### src/rtl/isvc_defines.vh
// timing constants and reset values for the interrupt service handshake
`ifndef ISVC_DEFINES_VH
`define ISVC_DEFINES_VH
`define CLK_PERIOD_NS      100
`define ADDR_SKEW_NS       200
`define ADDR_SKEW_CYC      ((`ADDR_SKEW_NS + `CLK_PERIOD_NS - 1) / `CLK_PERIOD_NS)
`define STROBE_WIDTH_NS    200
`define STROBE_WIDTH_CYC   ((`STROBE_WIDTH_NS + `CLK_PERIOD_NS - 1) / `CLK_PERIOD_NS)
`define OVERHEAD_MAX_NS    2500
`define OVERHEAD_MAX_CYC   (`OVERHEAD_MAX_NS / `CLK_PERIOD_NS)
`define RESP_TIMEOUT_CYC   255
`define ADDR_RESET         8'h00
`define DATA_RESET         8'h00
`endif

### src/rtl/isvc_handshake.v
// adapter-side interrupt service handshake towards an attached device
// Overview of operation
// - address is driven onto the address lines before any tag rises.
// - service-active tag rises at least 200 ns after address is valid.
// - after select response, strobe is pulsed while service-active stays asserted.
// - service-active tag falls only after the strobe pulse ends, or with no strobe when the select response times out.
// - address is removed as the last step of the exchange.
// - every interface line is asserted when low.
// - program-controlled transfers only; no memory access path exists.
// - zero-delay device exchange adds at most 2.5 us.
// - separate eight-bit in and out buses, each with one parity line.
// - sixteen separate interrupt request inputs, numbered 0 to 15.
`timescale 1ns/1ns
`default_nettype none
`include "isvc_defines.vh"
module isvc_handshake #(
   parameter ADDR_W     = 8,
   parameter SKEW_CYC   = `ADDR_SKEW_CYC,
   parameter STROBE_CYC = `STROBE_WIDTH_CYC,
   parameter TIMEOUT    = `RESP_TIMEOUT_CYC
) (
   input  wire              CLK,
   input  wire              SYS_RST,
   input  wire              SVC_START,
   input  wire [ADDR_W-1:0] SVC_ADDR,
   input  wire [7:0]        DATA_OUT_VAL,
   output reg               SVC_BUSY,
   output reg               SVC_DONE,
   output reg               SVC_TIMEOUT,
   output reg  [7:0]        SVC_DATA,
   output reg  [3:0]        SVC_COND,
   output reg               SVC_PAR_ERR,
   output reg  [15:0]       IRQ_PENDING,
   output reg  [ADDR_W-1:0] ADDR_N,
   output reg               ADDR_OE,
   output reg               SVC_ACTIVE_N,
   output reg               STROBE_N,
   output reg  [7:0]        DBUS_OUT_N,
   output reg               DBUS_OUT_PAR_N,
   input  wire              SEL_RESP_N,
   input  wire [3:0]        COND_IN_N,
   input  wire [7:0]        DBUS_IN_N,
   input  wire              DBUS_IN_PAR_N,
   input  wire [15:0]       IRQ_N
);
   localparam S_IDLE = 6'b000001;
   localparam S_SKEW = 6'b000010;
   localparam S_WAIT = 6'b000100;
   localparam S_STRB = 6'b001000;
   localparam S_DROP = 6'b010000;
   localparam S_ADDR = 6'b100000;

   // odd parity over a byte: parity line asserted makes total odd
   function odd_par;
      input [7:0] b;
      begin
         odd_par = ~(^b);
      end
   endfunction

   // counter has reached the last cycle of a phase lasting limit cycles
   function count_done;
      input [7:0] count;
      input [7:0] limit;
      begin
         count_done = (count >= limit - 8'h01);
      end
   endfunction

   // sequencer and registered next values
   reg  [5:0]        state;
   reg  [7:0]        cnt;
   reg  [5:0]        next_state;
   reg  [7:0]        next_cnt;
   reg               next_busy;
   reg               next_done;
   reg               next_timeout;
   reg  [7:0]        next_data;
   reg  [3:0]        next_cond;
   reg               next_par_err;
   reg  [ADDR_W-1:0] next_addr_n;
   reg               next_addr_oe;
   reg               next_active_n;
   reg               next_strobe_n;
   reg  [7:0]        next_dbus_n;
   reg               next_dbus_par_n;

   // synchronised inputs and decoded phase ends
   wire [12:0]       in_raw;
   wire              sel_s;
   wire [15:0]       irq_s;
   wire [12:0]       in_s;
   wire              skew_end;
   wire              strobe_end;
   wire              resp_late;
   genvar            k;

   assign in_raw     = ~{DBUS_IN_PAR_N, COND_IN_N, DBUS_IN_N};
   assign skew_end   = count_done(cnt, SKEW_CYC[7:0]);
   assign strobe_end = count_done(cnt, STROBE_CYC[7:0]);
   assign resp_late  = (cnt >= TIMEOUT[7:0]);

   // active-low tags inverted before synchronising
   tag_sync #(.WIDTH(1)) u_sel_sync (
      .clk  (CLK),
      .rst  (SYS_RST),
      .din  (~SEL_RESP_N),
      .dout (sel_s)
   );
   // one synchroniser per request line
   generate
      for (k = 0; k < 16; k = k + 1) begin : g_irq_sync
         tag_sync #(.WIDTH(1)) u_irq_sync (
            .clk  (CLK),
            .rst  (SYS_RST),
            .din  (~IRQ_N[k]),
            .dout (irq_s[k])
         );
      end
   endgenerate
   // parity, condition code and data bus in, one synchroniser per bit, 13 in all
   generate
      for (k = 0; k < 13; k = k + 1) begin : g_in_sync
         tag_sync #(.WIDTH(1)) u_in_sync (
            .clk  (CLK),
            .rst  (SYS_RST),
            .din  (in_raw[k]),
            .dout (in_s[k])
         );
      end
   endgenerate

   always @(posedge CLK or posedge SYS_RST) begin
      if (SYS_RST) begin
         IRQ_PENDING <= 16'h0000;
      end else begin
         IRQ_PENDING <= irq_s;
      end
   end

   // next-state decode; only programmed exchanges exist, no memory path
   always @* begin
      // hold everything except done and timeout, which default low, unless the phase below changes it
      next_state      = state;
      next_cnt        = cnt;
      next_busy       = SVC_BUSY;
      next_done       = 1'b0;
      next_timeout    = 1'b0;
      next_data       = SVC_DATA;
      next_cond       = SVC_COND;
      next_par_err    = SVC_PAR_ERR;
      next_addr_n     = ADDR_N;
      next_addr_oe    = ADDR_OE;
      next_active_n   = SVC_ACTIVE_N;
      next_strobe_n   = STROBE_N;
      next_dbus_n     = DBUS_OUT_N;
      next_dbus_par_n = DBUS_OUT_PAR_N;
      case (state)
         S_IDLE: begin
            if (SVC_START) begin
               next_addr_n     = ~SVC_ADDR;
               next_addr_oe    = 1'b1;
               next_dbus_n     = ~DATA_OUT_VAL;
               next_dbus_par_n = ~odd_par(DATA_OUT_VAL);
               next_busy       = 1'b1;
               next_cnt        = 8'h00;
               next_state      = S_SKEW;
            end
         end
         S_SKEW: begin
            if (skew_end) begin
               next_active_n = 1'b0;
               next_cnt      = 8'h00;
               next_state    = S_WAIT;
            end else begin
               next_cnt = cnt + 8'h01;
            end
         end
         S_WAIT: begin
            if (sel_s) begin
               // capture code and data on the same edge that asserts strobe
               next_data     = in_s[7:0];
               next_cond     = in_s[11:8];
               next_par_err  = (in_s[12] != odd_par(in_s[7:0]));
               next_strobe_n = 1'b0;
               next_cnt      = 8'h00;
               next_state    = S_STRB;
            end else if (resp_late) begin
               // no strobe without a select response; tag is dropped
               next_timeout  = 1'b1;
               next_active_n = 1'b1;
               next_state    = S_DROP;
            end else begin
               next_cnt = cnt + 8'h01;
            end
         end
         S_STRB: begin
            if (strobe_end) begin
               next_strobe_n = 1'b1;
               next_state    = S_DROP;
            end else begin
               next_cnt = cnt + 8'h01;
            end
         end
         S_DROP: begin
            next_active_n = 1'b1;
            next_state    = S_ADDR;
         end
         S_ADDR: begin
            // address released last, bounded overhead
            next_addr_n     = {ADDR_W{1'b1}};
            next_addr_oe    = 1'b0;
            next_dbus_n     = 8'hff;
            next_dbus_par_n = 1'b1;
            next_busy       = 1'b0;
            next_done       = 1'b1;
            next_state      = S_IDLE;
         end
         default: begin
            next_state = S_IDLE;
         end
      endcase
   end

   // sequencer state and phase counter
   always @(posedge CLK or posedge SYS_RST) begin
      if (SYS_RST) begin
         state <= S_IDLE;
         cnt   <= 8'h00;
      end else begin
         state <= next_state;
         cnt   <= next_cnt;
      end
   end

   // exchange status towards the processor side
   always @(posedge CLK or posedge SYS_RST) begin
      if (SYS_RST) begin
         SVC_BUSY    <= 1'b0;
         SVC_DONE    <= 1'b0;
         SVC_TIMEOUT <= 1'b0;
      end else begin
         SVC_BUSY    <= next_busy;
         SVC_DONE    <= next_done;
         SVC_TIMEOUT <= next_timeout;
      end
   end

   // captured response, held until the next capture
   always @(posedge CLK or posedge SYS_RST) begin
      if (SYS_RST) begin
         SVC_DATA    <= `DATA_RESET;
         SVC_COND    <= 4'h0;
         SVC_PAR_ERR <= 1'b0;
      end else begin
         SVC_DATA    <= next_data;
         SVC_COND    <= next_cond;
         SVC_PAR_ERR <= next_par_err;
      end
   end

   // address lines, idle high
   always @(posedge CLK or posedge SYS_RST) begin
      if (SYS_RST) begin
         ADDR_N  <= {ADDR_W{1'b1}};
         ADDR_OE <= 1'b0;
      end else begin
         ADDR_N  <= next_addr_n;
         ADDR_OE <= next_addr_oe;
      end
   end

   // service-active tag and strobe, idle high
   always @(posedge CLK or posedge SYS_RST) begin
      if (SYS_RST) begin
         SVC_ACTIVE_N <= 1'b1;
         STROBE_N     <= 1'b1;
      end else begin
         SVC_ACTIVE_N <= next_active_n;
         STROBE_N     <= next_strobe_n;
      end
   end

   // outbound byte and its parity line, idle high
   always @(posedge CLK or posedge SYS_RST) begin
      if (SYS_RST) begin
         DBUS_OUT_N     <= 8'hff;
         DBUS_OUT_PAR_N <= 1'b1;
      end else begin
         DBUS_OUT_N     <= next_dbus_n;
         DBUS_OUT_PAR_N <= next_dbus_par_n;
      end
   end
endmodule
`default_nettype wire

### src/rtl/tag_sync.v
// two-flop synchroniser for a group of tag inputs
`timescale 1ns/1ns
`default_nettype none
module tag_sync #(
   parameter WIDTH = 1
) (
   input  wire             clk,
   input  wire             rst,
   input  wire [WIDTH-1:0] din,
   output reg  [WIDTH-1:0] dout
);
   reg [WIDTH-1:0] meta;
   always @(posedge clk or posedge rst) begin
      if (rst) begin
         meta <= {WIDTH{1'b0}};
         dout <= {WIDTH{1'b0}};
      end else begin
         meta <= din;
         dout <= meta;
      end
   end
endmodule
`default_nettype wire

### config.mk
export PLATFORM = sky130hd
export DESIGN_NAME = isvc_handshake
export DESIGN_NICKNAME = d
export VERILOG_FILES = /design/src/rtl/isvc_handshake.v /design/src/rtl/tag_sync.v
export VERILOG_INCLUDE_DIRS = /design/src /design/src/rtl
export SDC_FILE = /design/constraint.sdc
export NUM_CORES = 1
export LEC_CHECK = 0
export ABC_AREA = 1
export ABC_CLOCK_PERIOD_IN_PS = 10200
export BUFFER_PORTS_ARGS = -buffer_cell sky130_fd_sc_hd__buf_4
export CAP_MARGIN = 20
export CORE_ASPECT_RATIO = 0.8
export CORE_MARGIN = 10
export CORE_UTILIZATION = 46
export CTS_CLUSTER_SIZE = 24
export DETAILED_ROUTE_END_ITERATION = 12
export PLACE_DENSITY_LB_ADDON = 0.2
export SKIP_LAST_GASP = 1
export SLEW_MARGIN = 20
export SYNTH_ARGS = -nofsm -noshare
export SYNTH_HDL_FRONTEND = slang
export SYNTH_SLANG_ARGS = --single-unit
### constraint.sdc
create_clock -name CLK -period 10.2 [get_ports CLK]
set_clock_uncertainty 0.05 [all_clocks]
set_input_delay 2.04 -clock CLK [delete_from_list [all_inputs] [get_ports CLK]]
set_output_delay 2.04 -clock CLK [all_outputs]
set_load 0.01 [all_outputs]
Yosys cells after proc, flatten, opt, wreduce, memory -nomap -nowiden
Index checks and enable logic that the tools add are counted.

storage, ports and cells
  register bits = 125
  input port bits = 49
  logic and storage cells = 157
  output and inout port bits = 52

cells by class
  mux-type cells = 31
  eq/ne operators = 16
  bitwise operators = 21
  reduce and logical (&&, ||, !) cells = 12
  $add $sub $neg = 1
  order comparisons = 2

operators by type and width
  cell                                                               count
  two-way mux 8 bit                                                  7
  one-hot mux 8 bit (2 select lines)                                 2
  one-hot mux 8 bit (4 select lines)                                 1
  two-way mux 6 bit                                                  5
  one-hot mux 6 bit (5 select lines)                                 1
  inverter 1 bit                                                     18
  inverter 8 bit                                                     2
  parity 8 bit                                                       2
  inverter 13 bit                                                    1
  inequality test 2 bit, second input constant                       6
  AND reduction 4 bit                                                3
  two-way mux 1 bit                                                  11
  adder 8 x 1 -> 8 bit, second input constant                        1
  greater-or-equal comparator 8 x 1 -> 1 bit, second input constant  1
  greater-or-equal comparator 8 bit, second input constant           1
  equality test 6 x 1 -> 1 bit, second input constant                1
  equality test 6 x 2 -> 1 bit, second input constant                1
  equality test 6 x 3 -> 1 bit, second input constant                1
  equality test 6 x 4 -> 1 bit, second input constant                1
  equality test 6 x 5 -> 1 bit, second input constant                1
  equality test 6 bit, second input constant                         1
  inequality test 3 x 2 -> 1 bit, second input constant              2
  one-hot mux 1 bit (2 select lines)                                 3
  AND reduction 2 bit                                                2
  other kinds (7)                                                    8

Depth between registers and ports, before layout
  depth in word-level cells = 4
  gate-level depth with buffers = 10
  gate-level depth less buffers = 10

Modules after synthesis
From an unflattened synthesis, not the netlist that was laid out.

second synthesis, totals
  cell total of the unflattened synthesis = 474
  area total of the unflattened synthesis = 4807.1 um2

modules (own cells, without submodules)
  module          area each (um2)  times used  cells an instance  sequential area each (um2)
  isvc_handshake  3193.1           1           384                1651.6
  tag_sync        53.8             30          3                  50.0

Least setup slack after synthesis
Ideal clock, no wire load.

  path kind = input port to flip-flop
  start point = input SVC_START
  end point = register cnt[0]
  data arrival time = 2.505 ns
  stages on the path = 5
  library setup time = 0.123 ns
  path slack = 7.522 ns
  required time = 10.027 ns
  buffers on the path = 0
  cells stage by stage = inv_1 nand3_1 nand2_1 o21ai_0 nand2_1

on the way
  longest elaborated chain between the ends = 2

RTL lines
  what                                    line                  source
  start: declaration                      isvc_handshake.v:24   input wire SVC_START,
  inequality test 2 bit (no source line)  n/a
  AND reduction 4 bit (no source line)    n/a
  end signal: assignment                  isvc_handshake.v:232  cnt <= next_cnt;
  end: declaration                        isvc_handshake.v:72   reg [7:0] cnt;

No other way between the ends.
A chain may end at the register's enable or synchronous reset.

Worst setup path after layout
  start point = register DBUS_OUT_N[3]
  end point = output DBUS_OUT_N[3]

RTL lines
  what                      line                  source
  start: declaration        isvc_handshake.v:38   output reg [7:0] DBUS_OUT_N,
  start signal: assignment  isvc_handshake.v:290  DBUS_OUT_N <= next_dbus_n;

No word-level cell between the ends.

==> impl_metrics.py <==
metrics = {
    "worst_setup_path": {
        "critPathCaptureType": "output port",
        "crit_type": "register to output port",
        "reg2reg_depth": 7,
        "critical_path_depth": 1,
        "critical_path.cell_chain": "buf_4",
        "crit_path_max_fanout": 2,
        "critPathSlowestCell": "dfstp_2",
        "critPathTopFamily": "flip-flops",
        "critPathBufInv": 1,
        "critical-path-max-stage-delay_ps": 540,
        "r2r_slack_ps": 8380,
        "arrival_ps": 1050,
        "critical_path.startpoint_type": "register",
        "crit_required_ps": 8110,
    },
    "die": {
        "start_util_pct": 46.8,
        "die_h_um": 108,
        "placeableCoreArea_um2": 9610,
        "rows": 32,
        "io_pins": 101,
        "die-width_um": 131,
        "dieArea_um2": 14200,
    },
    "global_route": {
        "antenna_found_initial": 0,
        "grt_pass1_wl_mm": 14.5,
        "use_met1_pct": 15.7,
        "gr-total-overflow": 0,
        "grt_max_degree": 68,
        "use_met3_pct": 6.12,
        "grt_pass1_vias": 3081,
        "grt_busiest_layer": "met2",
        "grt_util_all_layers_pct": 13.2,
        "globalRouteMet2Util_pct": 20.6,
    },
    "job": {
        "maxCapViolCount": 0,
    },
    "synthesis": {
        "synthesis.nets": 459,
        "syn_area_um2": 4500,
        "synth_ff_type": "dfrtp_1",
        "synth-simple-area-share_pct": 15.5,
        "ys_types": 27,
        "synth_warnings": 0,
        "synth.avg_cell_area_um2": 11.1,
        "syn_inst": 407,
        "async_flop_share_pct": 100,
        "ys_seq_elements": 125,
        "synthAdderAreaFrac_pct": 0.834,
        "yosysSeqAreaShare_pct": 70.0,
        "synth_edf_count": 0,
        "synth_top_family_by_area": "simple AND/OR/NAND/NOR gates",
        "synth_mux_area_share_pct": 0,
        "synth-compound-area-share_pct": 4.20,
        "synth-xor-area-share_pct": 3.50,
    },
    "finish": {
        "syn2layout_area_growth_pct": 32.8,
        "drive_gt1_share_pct": 32.7,
        "diodes": 0,
        "final_cell_mix": "105 x dfrtp_1, 101 x buf_4, 93 x nand2_1, 56 x inv_1, 36 x nor2_1",
        "final_nets": 574,
        "fillCellCount": 797,
        "final_common_cell": "dfrtp_1",
    },
    "clock_tree": {
        "clk_pin_slew_ps": 60,
        "cts_setup_buffers": 0,
        "cts_resized": 0,
        "cts_max_level": 4,
        "clockBufferDepth": 2,
        "cts-root-buf": "clkbuf_16",
        "cts_made_buffers": 17,
        "clk_latency_ps": 400,
        "cts_tree": "done",
        "clock_sinks": 125,
        "hold_buffers": 0,
    },
    "worst_hold_path": {
        "hp-class": "register to register",
        "whs_path_depth": 0,
    },
    "power": {
        "leakagePower_nw": 3.14,
        "power_density_nw_per_um2": 264,
        "ir_worst_vdd_uv": 206,
    },
    "timing": {
        "timing.final.hold_violations": 0,
        "setup_tns_ps": 0,
        "max_freq_mhz": 319,
        "finalCritPeriodShare_pct": 30.8,
        "rsz0062_at_grt": "false",
        "hold_ws_ps": 292,
        "finalMaxSlewViolations": 0,
        "relSlewSlack_pct": 49.5,
        "period_minus_slack_ps": 3140,
        "setup_violations": 0,
        "tightest_slew_ps": 758,
    },
    "drt": {
        "viasPerCell": 4.50,
        "ant_nets": 0,
        "firstDrtPassIters": 4,
        "vias": 2940,
        "drc": 0,
        "wire_per_inst_um": 13.4,
        "drtIter0Drc": 86,
        "wirelength_mm": 8.77,
    },
    "outcome": {
        "status": "completed",
    },
    "placement": {
        "gp_congestion": 0.805,
        "port_buffers": 100,
        "dp_hpwl_mm": 6.15,
    },
}
==> kinds of logic (layout without fill, tap and decap cells) <==
kind of cell | Yosys count | after routing
buf+inv | 65 | 193
xor+xnor | 18 | 18
compound gates | 34 | 34
fa+ha+maj | 3 | 3
simple gates | 162 | 162
flops | 125 | 125
==> area by class of cell <==
cell class	count	area [um^2]	share of cell area (%)
clock buffers	17	425	7.11
inverters	60	228	3.81
flip-flops and latches	125	3150	52.7
multi-input cells	217	1080	18.1
clock inverters	15	185	3.10
well taps	119	149	2.49
repair buffers	101	758	12.7
==> path summary, 6_finish.rpt <==
kind / startpoint / endpoint
worst max-delay path: DBUS_OUT_N[3]$_DFFE_PP1P_ / DBUS_OUT_N[3]
worst min-delay path: g_in_sync[7].u_in_sync.meta$_DFF_PP0_ / g_in_sync[7].u_in_sync.dout$_DFF_PP0_
worst max register to register: state[0]$_DFFE_PP1P_ / SVC_PAR_ERR$_DFFE_PP0N_
worst min register to register: g_in_sync[7].u_in_sync.meta$_DFF_PP0_ / g_in_sync[7].u_in_sync.dout$_DFF_PP0_
max in group asynchronous: SYS_RST / IRQ_PENDING[7]$_DFF_PP0_
min in group asynchronous: SYS_RST / g_irq_sync[13].u_irq_sync.meta$_DFF_PP0_
==> state kept, by name, indices dropped and copies added (netlist names), 8 cells and up <==
register / cells
IRQ_PENDING: 16
g_irq_sync.u_irq_sync.dout: 16
g_irq_sync.u_irq_sync.meta: 16
g_in_sync.u_in_sync.dout: 13
g_in_sync.u_in_sync.meta: 13
ADDR_N: 8
DBUS_OUT_N: 8
SVC_DATA: 8
cnt: 8
==> routing by layer <==
metal	wire length [um]	part of all wire [%]
met1	3740	43
met2	4270	49
met3	638	7.3
met4	123	1.4
met5	0	0
==> where the power goes <==
| group | switching, W | internal (W) |
|---|---|---|
| clock network | 0.000224 | 0.000389 |
| logic | 0.000180 | 0.000141 |
| registers | 0.0000434 | 0.000601 |
| total | 0.000448 | 0.00113 |
==> stage by stage <==
| step | instance area, um^2 | setup WS [ps] | power, W | cells | util, % |
|---|---|---|---|---|---|
| 2_1_floorplan | 4500 | 4820 | 0.000829 | 407 | - |
| 5_1_grt | 5980 | 6860 | 0.00167 | 654 | 62.2 |
| 3_5_place_dp | 5370 | 6620 | 0.000981 | 622 | 55.9 |
| 4_1_cts | 5980 | 7040 | 0.00160 | 654 | 62.2 |
| 6_report | 5980 | 7060 | 0.00158 | 654 | 62.2 |
| 3_3_place_gp | 5370 | 6650 | 0.000974 | 622 | 55.9 |
==> synthesized netlist by cell type, types with 3 or more instances <==
cell type	n	area, um^2
dfrtp_1	105	2630
nand2_1	93	349
inv_1	57	214
nor2_1	36	135
dfstp_2	20	526
o21ai_0	16	80.1
a21oi_1	15	75.1
nand3_1	12	60.1
xor2_1	12	105
xnor2_1	6	52.6
nand2_2	5	31.3
nor2_2	5	31.3
ha_1	3	37.5
nand4_1	3	18.8
Note: power is estimated with default switching activity, not from simulation.
